===== src/bpci_regs.svh =====
// register offsets, field positions and reset values for the byte port block
`ifndef BPCI_REGS_SVH
`define BPCI_REGS_SVH

`define BPCI_ADDR_PORT      4'h0
`define BPCI_ADDR_LATCH     4'h1
`define BPCI_ADDR_DIR       4'h2
`define BPCI_ADDR_ICTL1     4'h3
`define BPCI_ADDR_ICTL2     4'h4
`define BPCI_ADDR_ICTL3     4'h5
`define BPCI_ADDR_SEGEN1    4'h6
`define BPCI_ADDR_SEGEN3    4'h7
`define BPCI_ADDR_IRQ_STAT  4'h8
`define BPCI_ADDR_IRQ_MASK  4'h9

`define BPCI_ICTL1_FLAG_BIT   0
`define BPCI_ICTL1_ENABLE_BIT 3
`define BPCI_ICTL2_PUDIS_BIT  7
`define BPCI_ICTL2_PRIO_BIT   0

`define BPCI_SEG8_BIT   0
`define BPCI_SEG9_BIT   1
`define BPCI_SEG10_BIT  2
`define BPCI_SEG11_BIT  3
`define BPCI_SEG_TWENTY_NINE_BIT  5
`define BPCI_SEG_THIRTY_BIT       6

`define BPCI_RST_LATCH   8'h00
`define BPCI_RST_DIR     8'hff
`define BPCI_RST_ICTL1   8'h00
`define BPCI_RST_ICTL2   8'hff
`define BPCI_RST_ICTL3   8'hc0
`define BPCI_RST_SEGEN   8'h00

`endif


===== src/bpci_pkg.sv =====
// types for the byte port block
package bpci_pkg;
   typedef struct packed {
      logic [7:0] latch;
      logic [7:0] dir;
      logic [7:0] ictl1;
      logic [7:0] ictl2;
      logic [7:0] ictl3;
      logic [7:0] segen1;
      logic [7:0] segen3;
      logic [3:0] snap;
      logic [1:0] irq_stat;
      logic [1:0] irq_mask;
      logic [7:0] rdata;
      logic       ack;
   } bpci_state_t;
endpackage : bpci_pkg


===== src/bpci_port.sv =====
// eight-bit port with change detect, pull-up control, segment and debug overrides
//
// Implementation choices: the Wishbone interface to the registers and the address map.
`include "bpci_regs.svh"
module bpci_port (
   // clock and reset
   input  wire logic        clk_i,
   input  wire logic        rst_i,
   // classic wishbone slave
   input  wire logic        wb_cyc_i,
   input  wire logic        wb_stb_i,
   input  wire logic        wb_we_i,
   input  wire logic [5:0]  wb_adr_i,
   input  wire logic [3:0]  wb_sel_i,
   input  wire logic [31:0] wb_dat_i,
   output logic      [31:0] wb_dat_o,
   output logic             wb_ack_o,
   // write qualifier from the core: destination write of a memory-to-memory move
   input  wire logic        mem_to_mem_move_i,
   // package pins
   input  wire logic [7:0]  pin_i,
   output logic      [7:0]  pin_o,
   output logic      [7:0]  pin_oe_o,
   output logic      [7:0]  pullup_en_o,
   // segment driver
   input  wire logic        lcd_seg_thirty_i,
   input  wire logic        lcd_seg_eight_i,
   input  wire logic        lcd_seg_nine_i,
   input  wire logic        lcd_seg_ten_i,
   input  wire logic        lcd_seg_eleven_i,
   input  wire logic        lcd_seg_twenty_nine_i,
   output logic      [5:0]  seg_sel_o,
   // debug engine
   input  wire logic        debug_mode_i,
   input  wire logic        debug_serial_data_i,
   input  wire logic        debug_serial_data_oe_i,
   output logic             debug_serial_clock_o,
   output logic             debug_serial_data_o,
   // interrupt side
   output logic      [3:0]  ext_irq_in_o,
   output logic             port_change_irq_o,
   output logic             port_change_priority_o,
   output logic             wake_o,
   output logic             irq_o
);

   bpci_pkg::bpci_state_t s_reg;
   bpci_pkg::bpci_state_t s_next;

   logic [5:0] seg_en;
   logic [5:0] seg_val;
   logic [3:0] mismatch;
   logic       any_mismatch;
   logic [7:0] port_rd;
   logic       req;
   logic       wr;
   logic       rd;
   logic [3:0] idx;
   logic       addr_ok;

   // byte-lane merge: only lane 0 carries the 8-bit registers
   function automatic logic [7:0] lane0(input logic [7:0] old_v, input logic [31:0] d, input logic [3:0] sel);
      lane0 = sel[0] ? d[7:0] : old_v;
   endfunction : lane0

   assign req     = wb_cyc_i & wb_stb_i & ~s_reg.ack;
   assign idx     = wb_adr_i[5:2];
   assign addr_ok = idx <= `BPCI_ADDR_IRQ_MASK;
   assign wr      = req & wb_we_i & wb_sel_i[0] & addr_ok;
   assign rd      = req & ~wb_we_i & addr_ok;

   // segment enables per pin, pin order 0..5
   assign seg_en  = {s_reg.segen3[`BPCI_SEG_TWENTY_NINE_BIT], s_reg.segen1[`BPCI_SEG11_BIT],
                     s_reg.segen1[`BPCI_SEG10_BIT], s_reg.segen1[`BPCI_SEG9_BIT],
                     s_reg.segen1[`BPCI_SEG8_BIT], s_reg.segen3[`BPCI_SEG_THIRTY_BIT]};
   assign seg_val = {lcd_seg_twenty_nine_i, lcd_seg_eleven_i, lcd_seg_ten_i,
                     lcd_seg_nine_i, lcd_seg_eight_i, lcd_seg_thirty_i};
   assign seg_sel_o = seg_en;

   // pin drive: segment first, then debug, then latch when direction is 0
   genvar g;
   generate
      for (g = 0; g < 6; g++) begin : g_low
         assign pin_o[g]    = seg_en[g] ? seg_val[g] : s_reg.latch[g];
         assign pin_oe_o[g] = seg_en[g] | ~s_reg.dir[g];
         // pull-up only on a port input with global enable; debug mode removes it from pins 6 and 7
         assign pullup_en_o[g] = ~s_reg.ictl2[`BPCI_ICTL2_PUDIS_BIT] & s_reg.dir[g] & ~seg_en[g];
      end
   endgenerate

   assign pin_o[6]    = s_reg.latch[6];
   assign pin_oe_o[6] = ~debug_mode_i & ~s_reg.dir[6];
   assign pin_o[7]    = debug_mode_i ? debug_serial_data_i : s_reg.latch[7];
   assign pin_oe_o[7] = debug_mode_i ? debug_serial_data_oe_i : ~s_reg.dir[7];
   assign pullup_en_o[7:6] = {2{~s_reg.ictl2[`BPCI_ICTL2_PUDIS_BIT]}} & s_reg.dir[7:6]
                             & {2{~debug_mode_i}};
   assign debug_serial_clock_o = debug_mode_i & pin_i[6];
   assign debug_serial_data_o  = debug_mode_i & pin_i[7];

   // external interrupt inputs only from input pins not claimed by segments
   assign ext_irq_in_o = pin_i[3:0] & s_reg.dir[3:0] & ~seg_en[3:0];

   // readback: output pins show their drive level, input pins the pad
   assign port_rd = (pin_i & s_reg.dir) | (pin_o & ~s_reg.dir);

   // upper-nibble compare; outputs and debug-owned pins never mismatch
   assign mismatch     = (pin_i[7:4] ^ s_reg.snap) & s_reg.dir[7:4]
                         & {~debug_mode_i, ~debug_mode_i, ~seg_en[5:4]};
   assign any_mismatch = |mismatch;

   assign port_change_irq_o      = s_reg.ictl1[`BPCI_ICTL1_FLAG_BIT] & s_reg.ictl1[`BPCI_ICTL1_ENABLE_BIT];
   assign port_change_priority_o = s_reg.ictl2[`BPCI_ICTL2_PRIO_BIT];
   assign wake_o                 = port_change_irq_o;
   assign irq_o                  = |(s_reg.irq_stat & s_reg.irq_mask);

   assign wb_ack_o = s_reg.ack;
   assign wb_dat_o = {24'h000000, s_reg.rdata};

   always_comb begin
      s_next     = s_reg;
      s_next.ack = req;
      if (rd) begin
         case (idx)
            `BPCI_ADDR_PORT:     s_next.rdata = port_rd;
            `BPCI_ADDR_LATCH:    s_next.rdata = s_reg.latch;
            `BPCI_ADDR_DIR:      s_next.rdata = s_reg.dir;
            `BPCI_ADDR_ICTL1:    s_next.rdata = s_reg.ictl1;
            `BPCI_ADDR_ICTL2:    s_next.rdata = s_reg.ictl2;
            `BPCI_ADDR_ICTL3:    s_next.rdata = s_reg.ictl3;
            `BPCI_ADDR_SEGEN1:   s_next.rdata = s_reg.segen1;
            `BPCI_ADDR_SEGEN3:   s_next.rdata = s_reg.segen3;
            `BPCI_ADDR_IRQ_STAT: s_next.rdata = {6'h00, s_reg.irq_stat};
            `BPCI_ADDR_IRQ_MASK: s_next.rdata = {6'h00, s_reg.irq_mask};
            default:             s_next.rdata = 8'h00;
         endcase
      end else if (req) begin
         s_next.rdata = 8'h00;
      end
      if (wr) begin
         case (idx)
            `BPCI_ADDR_PORT,
            `BPCI_ADDR_LATCH:    s_next.latch  = lane0(s_reg.latch, wb_dat_i, wb_sel_i);
            `BPCI_ADDR_DIR:      s_next.dir    = lane0(s_reg.dir, wb_dat_i, wb_sel_i);
            `BPCI_ADDR_ICTL1:    s_next.ictl1  = lane0(s_reg.ictl1, wb_dat_i, wb_sel_i);
            `BPCI_ADDR_ICTL2:    s_next.ictl2  = lane0(s_reg.ictl2, wb_dat_i, wb_sel_i);
            `BPCI_ADDR_ICTL3:    s_next.ictl3  = lane0(s_reg.ictl3, wb_dat_i, wb_sel_i);
            `BPCI_ADDR_SEGEN1:   s_next.segen1 = lane0(s_reg.segen1, wb_dat_i, wb_sel_i);
            `BPCI_ADDR_SEGEN3:   s_next.segen3 = lane0(s_reg.segen3, wb_dat_i, wb_sel_i);
            `BPCI_ADDR_IRQ_STAT: s_next.irq_stat = s_reg.irq_stat & ~wb_dat_i[1:0];
            `BPCI_ADDR_IRQ_MASK: s_next.irq_mask = wb_dat_i[1:0];
            default:             s_next.rdata  = s_reg.rdata;
         endcase
      end
      // any port access re-arms the snapshot, except a move destination write
      if ((rd | (wr & ~mem_to_mem_move_i)) && idx == `BPCI_ADDR_PORT) begin
         s_next.snap = pin_i[7:4];
      end
      // hardware set wins over a software clear in the same cycle
      if (any_mismatch) begin
         s_next.ictl1[`BPCI_ICTL1_FLAG_BIT] = 1'b1;
      end
      // sticky status: bit0 port change condition, bit1 any external interrupt input high
      s_next.irq_stat = s_next.irq_stat | {|ext_irq_in_o, any_mismatch};
   end

   always_ff @(posedge clk_i) begin
      if (rst_i) begin
         s_reg          <= '0;
         s_reg.latch    <= `BPCI_RST_LATCH;
         s_reg.dir      <= `BPCI_RST_DIR;
         s_reg.ictl1    <= `BPCI_RST_ICTL1;
         s_reg.ictl2    <= `BPCI_RST_ICTL2;
         s_reg.ictl3    <= `BPCI_RST_ICTL3;
         s_reg.segen1   <= `BPCI_RST_SEGEN;
         s_reg.segen3   <= `BPCI_RST_SEGEN;
      end else begin
         s_reg <= s_next;
      end
   end

endmodule : bpci_port


===== config.mk =====
export PLATFORM = sky130hd
export DESIGN_NAME = bpci_port
export DESIGN_NICKNAME = d
export VERILOG_FILES = /design/src/bpci_pkg.sv /design/src/bpci_port.sv
export VERILOG_INCLUDE_DIRS = /design/src
export SDC_FILE = /design/constraint.sdc
export NUM_CORES = 1
export LEC_CHECK = 0
export CORE_AREA = 2 2 85 87
export CTS_BUF_LIST = sky130_fd_sc_hd__clkbuf_2
export CTS_CLUSTER_SIZE = 28
export DETAILED_ROUTE_END_ITERATION = 10
export DIE_AREA = 0 0 87 89
export DONT_BUFFER_PORTS = 1
export PLACE_DENSITY = 0.76
export SLEW_MARGIN = 20
export SYNTH_ARGS = -nofsm -noshare
export SYNTH_HDL_FRONTEND = slang
export SYNTH_SLANG_ARGS = --single-unit

===== constraint.sdc =====
create_clock -name clk_i -period 1.9 [get_ports clk_i]
set_clock_uncertainty 0.2 [all_clocks]
set_input_delay 0.19 -clock clk_i [delete_from_list [all_inputs] [get_ports clk_i]]
set_output_delay 0.19 -clock clk_i [all_outputs]
set_load 0.005 [all_outputs]

==> run_results.csv, run 1 <==
group,metric,value,unit
clock_network,root_buffer,"clkbuf_2",
setup_path,required,2.11,ns
logic_synthesis,syn_area_per_cell,8.60,µm²
hold_path,hold_class,"input port to flip-flop",
power_and_ir_drop,p_per_area,629,nW/µm²
timing,fin_crit,1.89,ns
floorplan,start_util,0.612,
finish,fillCellCount,533,
setup_path,cp_common_cell,"buf_6",
clock_network,cts_max_level,3,
clock_network,clock_path_buffers,2,
drt,ant_nets,0,
logic_synthesis,async_reset_ff_frac,0,
logic_synthesis,synthCells,478,
logic_synthesis,synth_flop_cell,"dfxtp_1",
floorplan,die_area,7740,µm²
logic_synthesis,synth_largest_area_cell,"dfxtp_1",
timing,fmax,528,MHz
clock_network,clock_latency,0.52,ns
logic_synthesis,yosys_warnings,0,
placement,portBuffers,0,
clock_network,cts-buffers-inserted,9,
clock_network,cts_tree,"built",
status,status,"complete, but fails checks",
run,max-cap-violations,0,
drt,post_drt_wl_per_cell,19.7,µm
finish,nets,564,
timing,whs,-0.450,ns
setup_path,cp-end-kind,"flip-flop",
floorplan,row_count,30,
logic_synthesis,synth_edf_count,0,
floorplan,io_pins,138,
drt,routed_wl,11500,µm
logic_synthesis,synth_cell_types,56,
setup_path,path_max_fanout,10,
logic_synthesis,synth_top_area_frac,0.355,
grt,grt_antenna_before_repair,1,
logic_synthesis,synthTopCellsByArea,"dfxtp_1 (36%), mux2i_1 (9.7%), buf_4 (8.2%), nor2_1 (6.7%), mux2_2 (4.1%)",
setup_path,worstPathArrival,2.10,ns
logic_synthesis,seq_area_frac_synth,0.355,
finish,drive_gt1_frac,0.147,
logic_synthesis,ys_seq_elements,73,
setup_path,max_stage_delay,0.38,ns
placement,gp_congestion,0.892,
timing,rsz0062_at_grt,"true",
grt,gr-usage-all-layers,0.296,
placement,place_ws,0.00484,ns
placement,dp.cells,533,
setup_path,start_kind,"flip-flop",
finish,largest_register_ffs,56,
floorplan,core_area,6720,µm²
setup_path,ff2ff_path_depth,6,
timing,post-route-period-util,0.997,
grt,grt_pass1_vias,3374,
setup_path,worstSetupPathType,"flip-flop to flip-flop",
setup_path,cp_slowest_cell,"dfxtp_2",
setup_path,path_cells,"nand3b_4 -> nor4b_4 -> buf_6 -> nand3b_1 -> buf_6 -> a211o_1",
clock_network,cts.sinks,73,
drt,vias,3629,
finish,fin_cells,585,
grt,grt_max_degree,71,
status,violations,"hold timing",
logic_synthesis,syn_area,4110,µm²
floorplan,die_h,89,µm
power_and_ir_drop,p_leak,2.04,nW
placement,post-dp-hpwl,7570,µm
grt,grt_pass1_wl,17300,µm
finish,syn2layout_area_growth,10.3,%
floorplan,die_w,87,µm
timing,hold_viol,49,
power_and_ir_drop,peakVddDrop,0.329,mV
drt,drt_iter0_drc,412,
drt,post_drt_via_cell_ratio,6.20,
hold_path,whs_path_depth,1,
timing,finalSetupViolations,0,
timing,worst_slack,0.00528,ns
timing,slew_violations,0,
clock_network,cts.clk_slew.worst_paths,0.21,ns
drt,drc,0,
grt,grt-ovfl-total,0,
drt,drt-pass1-iter-count,5,
[repair_timing]
item	CTS	global route
pin swaps	0	1
gates cloned	0	0
hold buffers	31	2
setup buffers	0	2
gates resized for setup	4	4
endpoints found under the setup margin	8	21
endpoints found under the hold margin	73	42
[synth_stat cells (4+ instances only)]
cell type  instances
a211o_1           18
a21oi_1           15
a22oi_1            9
a32oi_1            5
buf_2              8
buf_4             45
clkbuf_1          15
dfxtp_1           73
inv_1             15
mux2_2            15
mux2i_1           40
nand2_1           30
nand2b_1          11
nand3_1           14
nor2_1            73
nor2b_1            9
nor3_1             7
o21ai_0           10
o22ai_1            4
xnor2_1            4
[through the flow]
step / cell area (µm²) / power, mW / utilization / setup TNS (ns)
global placement: 4010 / 1.76 / 0.596 / 0
CTS: 4480 / 2.83 / 0.667 / 0
detailed placement: 4010 / 1.76 / 0.596 / 0
global route: 4540 / 2.94 / 0.675 / -0.276
finish: 4540 / 2.85 / 0.675 / 0
floorplan: 4200 / 1.82 / - / 0
[where the power goes]
part / internal (mW) / switching, mW / leakage, nW
clock: 0.435 / 0.563 / 0.0833
sequential: 1.54 / 0.00870 / 0.590
combinational: 0.132 / 0.169 / 1.37
total: 2.11 / 0.741 / 2.04
[worst paths after layout]
check                                  from     endpoint  slack [ns]
worst max register to register     wb_ack_o    s_reg[39]       0.005
worst max-delay path               wb_ack_o    s_reg[39]       0.005
worst min register to register    s_reg[30]    s_reg[30]        0.29
worst min-delay path            wb_adr_i[5]  wb_dat_o[5]       -0.45
[metal layers]
metal  vias up  routed length [µm]  track usage
met3        27                1040       0.0637
met2       211                5350        0.462
met5         -                   0            0
li1       1656                   -            -
met1      1735                4840        0.397
met4         0                 282        0.124
[area by class of cell]
class,count,area [µm²],share of cell area
antenna,1,2.50,0.000552
clock buffer,10,50.0,0.0110
clock inverter,6,82.6,0.0182
inverter,15,56.3,0.0124
multi-input combinational,343,2250,0.495
sequential,73,1460,0.322
tap,80,100,0.0221
timing repair buffer,57,536,0.118
[critical path, delay by kind of cell (launching register included)]
| family | cells | cell delay (ns) |
|---|---|---|
| and+or+nand+nor | 3 | 0.57 |
| DFF | 1 | 0.38 |
| AOI/OAI and AO/OA | 1 | 0.29 |
| buffers and inverters | 2 | 0.34 |
[layout by cell type (no fill, tap or decap), drive strengths merged, types with 3 or more instances in the layout]
master	count
a211o	18
a211oi	4
a21oi	15
a221oi	3
a22oi	9
a32oi	5
and2	3
buf	25
clkbuf	10
clkinv	4
conb	24
dfxtp	73
dlygate4sd3	32
inv	15
mux2	15
mux2i	40
nand2	33
nand2b	11
nand3	16
nand3b	4
nand4	4
nor2	75
nor2b	9
nor3	7
o21ai	11
o22ai	4
xnor2	4
[cell families after synthesis]
logic type	synth area share
AO/OA/AOI/OAI	0.153
XOR/XNOR	0.00852
other	0.000912
multiplexers	0.138
AND/OR/NAND/NOR	0.219
buffers and inverters	0.125
flip-flops	0.355
Power figures use the tool's default switching activity.
==> run 2, diff against run 1 <==
--- a/config.mk
+++ b/config.mk
@@ -6,13 +6,14 @@
 export SDC_FILE = /design/constraint.sdc
 export NUM_CORES = 1
 export LEC_CHECK = 0
-export CORE_AREA = 2 2 85 87
+export ABC_AREA = 1
+export CORE_AREA = 2 2 84 86
 export CTS_BUF_LIST = sky130_fd_sc_hd__clkbuf_2
 export CTS_CLUSTER_SIZE = 28
 export DETAILED_ROUTE_END_ITERATION = 10
-export DIE_AREA = 0 0 87 89
+export DIE_AREA = 0 0 86 88
 export DONT_BUFFER_PORTS = 1
-export PLACE_DENSITY = 0.76
+export PLACE_DENSITY = 0.77
 export SLEW_MARGIN = 20
 export SYNTH_ARGS = -nofsm -noshare
 export SYNTH_HDL_FRONTEND = slang
==> run 2 against run 1 <==
  * Combinational power rose by 15%
  * Critical path depth down 3
  * Global-route usage increased by 1.8 points
  * Design area is 3.3% higher
  * First-iteration DRC count down 6.8%
  * The flow still finishes with violations (hold timing)
  * Via count is 17% higher
  * Largest cell class unchanged
  * Setup slack improved by 0.054 ns
  * Core utilization is 3.0 points higher
  * Worst hold slack improved by 0.38 ns
  * Synthesized cell count up 28%
  * Maximum frequency is 2.9% higher
  * Clock power barely moved
==> run_results.csv, run 2 <==
group,metric,value,unit
timing,slew_headroom,0.591,
setup_path,ff2ff_setup_slack,0.10,ns
run,max-cap-violations,0,
setup_path,cp-end-kind,"output port",
setup_path,ff2ff_path_depth,6,
floorplan,die_area,7570,µm²
finish,fillCellCount,530,
finish,nets,725,
clock_network,cts_tree,"built",
setup_path,r2r-start,"wb_ack_o",
timing,slew_violations,0,
power_and_ir_drop,clkPwrFrac,0.346,
logic_synthesis,ys_seq_elements,73,
hold_path,hold_start,"wb_adr_i[3]",
finish,syn2layout_area_growth,16.1,%
grt,grt-ovfl-total,0,
floorplan,die_w,86,µm
setup_path,path_max_fanout,3,
setup_path,r2r_end,"wb_dat_o[1]",
drt,post_drt_wl_per_cell,16.3,µm
grt,gr-usage-all-layers,0.314,
logic_synthesis,synth_flop_cell,"dfxtp_1",
hold_path,worst_hold_path.endpoint,"wb_dat_o[6]",
finish,multi_input_area,2040,µm²
timing,finalSetupViolations,0,
logic_synthesis,synth_cell_types,28,
logic_synthesis,syn_area,4040,µm²
grt,grt_pass1_vias,3726,
clock_network,cts_max_level,3,
logic_synthesis,synth_edf_count,0,
logic_synthesis,yosys.cell_count.top_type,"nand2_1",
clock_network,clock_latency,0.56,ns
power_and_ir_drop,p_switching,0.795,mW
finish,largest_register_ffs,56,
power_and_ir_drop,total_power,2.91,mW
hold_path,hold_class,"input port to flip-flop",
floorplan,start_util,0.608,
grt,grt_pass1_wl,18200,µm
logic_synthesis,syn_area_per_cell,6.62,µm²
finish,layout_common_cells,"nand2_1 (132), dfxtp_1 (71), nand3_1 (63), a21oi_1 (63)",
setup_path,start_kind,"flip-flop",
finish,drive_gt1_frac,0.117,
grt,grt_max_degree,30,
drt,drt_iter0_drc,384,
logic_synthesis,synthCells,610,
floorplan,row_count,30,
status,violations,"hold timing",
status,status,"complete, but fails checks",
timing,whs,-0.0713,ns
power_and_ir_drop,power.share.sequential,0.534,
power_and_ir_drop,combPwrFrac,0.119,
clock_network,clock_path_buffers,2,
clock_network,cts.sinks,73,
logic_synthesis,synth_largest_area_cell,"dfxtp_1",
placement,dp.cells,682,
timing,fin_tns_setup,0,ns
logic_synthesis,synthTopCellsByCount,"nand2_1 (134), dfxtp_1 (73), a21oi_1 (63), nand3_1 (63), nor2_1 (63)",
clock_network,cts-buffers-inserted,9,
drt,ant_nets,0,
drt,drt-pass1-iter-count,5,
setup_path,worstPathArrival,1.45,ns
drt,drc,0,
finish,antenna_cells,0,
clock_network,cts.clk_slew.worst_paths,0.21,ns
finish,final-seq-area,1460,µm²
finish,fin_cells,745,
placement,post-dp-hpwl,8160,µm
timing,fin_crit,1.84,ns
logic_synthesis,async_reset_ff_frac,0,
power_and_ir_drop,power.internal,2.11,mW
setup_path,required,1.51,ns
timing,post-route-period-util,0.969,
setup_path,critical_path.startpoint,"s_reg[61]",
timing,worst_pin_slew,0.613,ns
power_and_ir_drop,p_leak,2.24,nW
power_and_ir_drop,p_per_area,620,nW/µm²
logic_synthesis,synthTopCellsByArea,"dfxtp_1 (36%), nand2_1 (12%), buf_4 (8.2%), a21oi_1 (7.8%), nand3_1 (7.8%)",
floorplan,die_h,88,µm
placement,portBuffers,0,
timing,fmax,543,MHz
logic_synthesis,yosys_warnings,0,
finish,final_common_cell,"nand2_1",
grt,grt_antenna_before_repair,0,
hold_path,whs_path_depth,7,
power_and_ir_drop,switching_share,0.274,
power_and_ir_drop,peakVddDrop,0.413,mV
logic_synthesis,synth_top_area_frac,0.362,
drt,vias,4239,
floorplan,core_area,6640,µm²
drt,post_drt_via_cell_ratio,5.69,
logic_synthesis,seq_area_frac_synth,0.362,
drt,routed_wl,12100,µm
placement,gp_congestion,0.934,
timing,worst_slack,0.0592,ns
clock_network,root_buffer,"clkbuf_2",
setup_path,worstSetupPathType,"flip-flop to output port",
floorplan,io_pins,138,
placement,place_ws,0.0939,ns
timing,hold_viol,7,
[run 2: changes by cell type in the layout (fill, tap and decap cells not counted), sizes merged, moves of 11 or more]
cell / before / now
a211o: 18 / 0
a21oi: 15 / 64
dlygate4sd3: 32 / 45
inv: 15 / 61
mux2: 15 / 0
mux2i: 40 / 0
nand2: 33 / 135
nand2b: 11 / 0
nand3: 16 / 65
o21ai: 11 / 48
[run 2: cells by family (layout without fill, tap and decap cells)]
group | Yosys count | after routing | synth area share
DFF | 73 | 73 | 0.362
other | 1 | 24 | 0.000929
buffers and inverters | 125 | 157 | 0.160
and+or+nand+nor | 284 | 284 | 0.307
xor gates and xnor gates | 1 | 1 | 0.00217
AOI/OAI and AO/OA | 126 | 126 | 0.168
[run 2: metal layers]
layer | GRT usage | vias up | routed length (µm)
met2 | 0.522 | 253 | 5850
met4 | 0.133 | 0 | 394
met1 | 0.395 | 1937 | 4760
met3 | 0.0669 | 36 | 1140
met5 | 0 | - | 0
li1 | - | 2013 | -
[run 2: layout make-up]
type	count	area share
multi-input combinational	435	0.436
timing repair buffer	78	0.151
clock inverter	6	0.0176
tap	80	0.0214
inverter	63	0.0513
sequential	73	0.312
clock buffer	10	0.0107
[run 2: through the flow]
stage                util  hold WS (ns)  instance area [µm²]
detailed placement  0.611        0.0645                 4060
CTS                 0.700       0.00828                 4650
finish              0.705       -0.0713                 4690
floorplan               -         0.116                 4120
global route        0.705       -0.0382                 4690
global placement    0.611        0.0627                 4060
[run 2: worst max path at each step]
stage,endpoint,depth (start not counted)
after floorplan,s_reg[13],9
after global placement,s_reg[16],6
after detailed placement,wb_dat_o[3],7
after CTS,pullup_en_o[4],3
after global routing,pullup_en_o[4],3
final,pullup_en_o[4],3
[run 2: repair_timing]
action,CTS,global route
hold buffers,46,1
gates resized for setup,0,11
endpoints found under the hold margin,73,25
buffers inserted,0,1
endpoints found under the setup margin,0,22
[run 2: power by group through the flow]
stage	Sequential, mW	Clock, mW	Combinational (mW)
after global placement	1.58	0	0.231
after CTS	1.55	1.01	0.331
after detailed placement	1.58	0	0.235
after global routing	1.56	1.09	0.378
after floorplan	1.58	0	0.217
final	1.55	1.01	0.347
[run 2: critical path, stage by stage, from the launching register on]
cell,delay [ns]
dfxtp_2,0.39
inv_1,0.06
or2_2,0.32
nor2_2,0.13
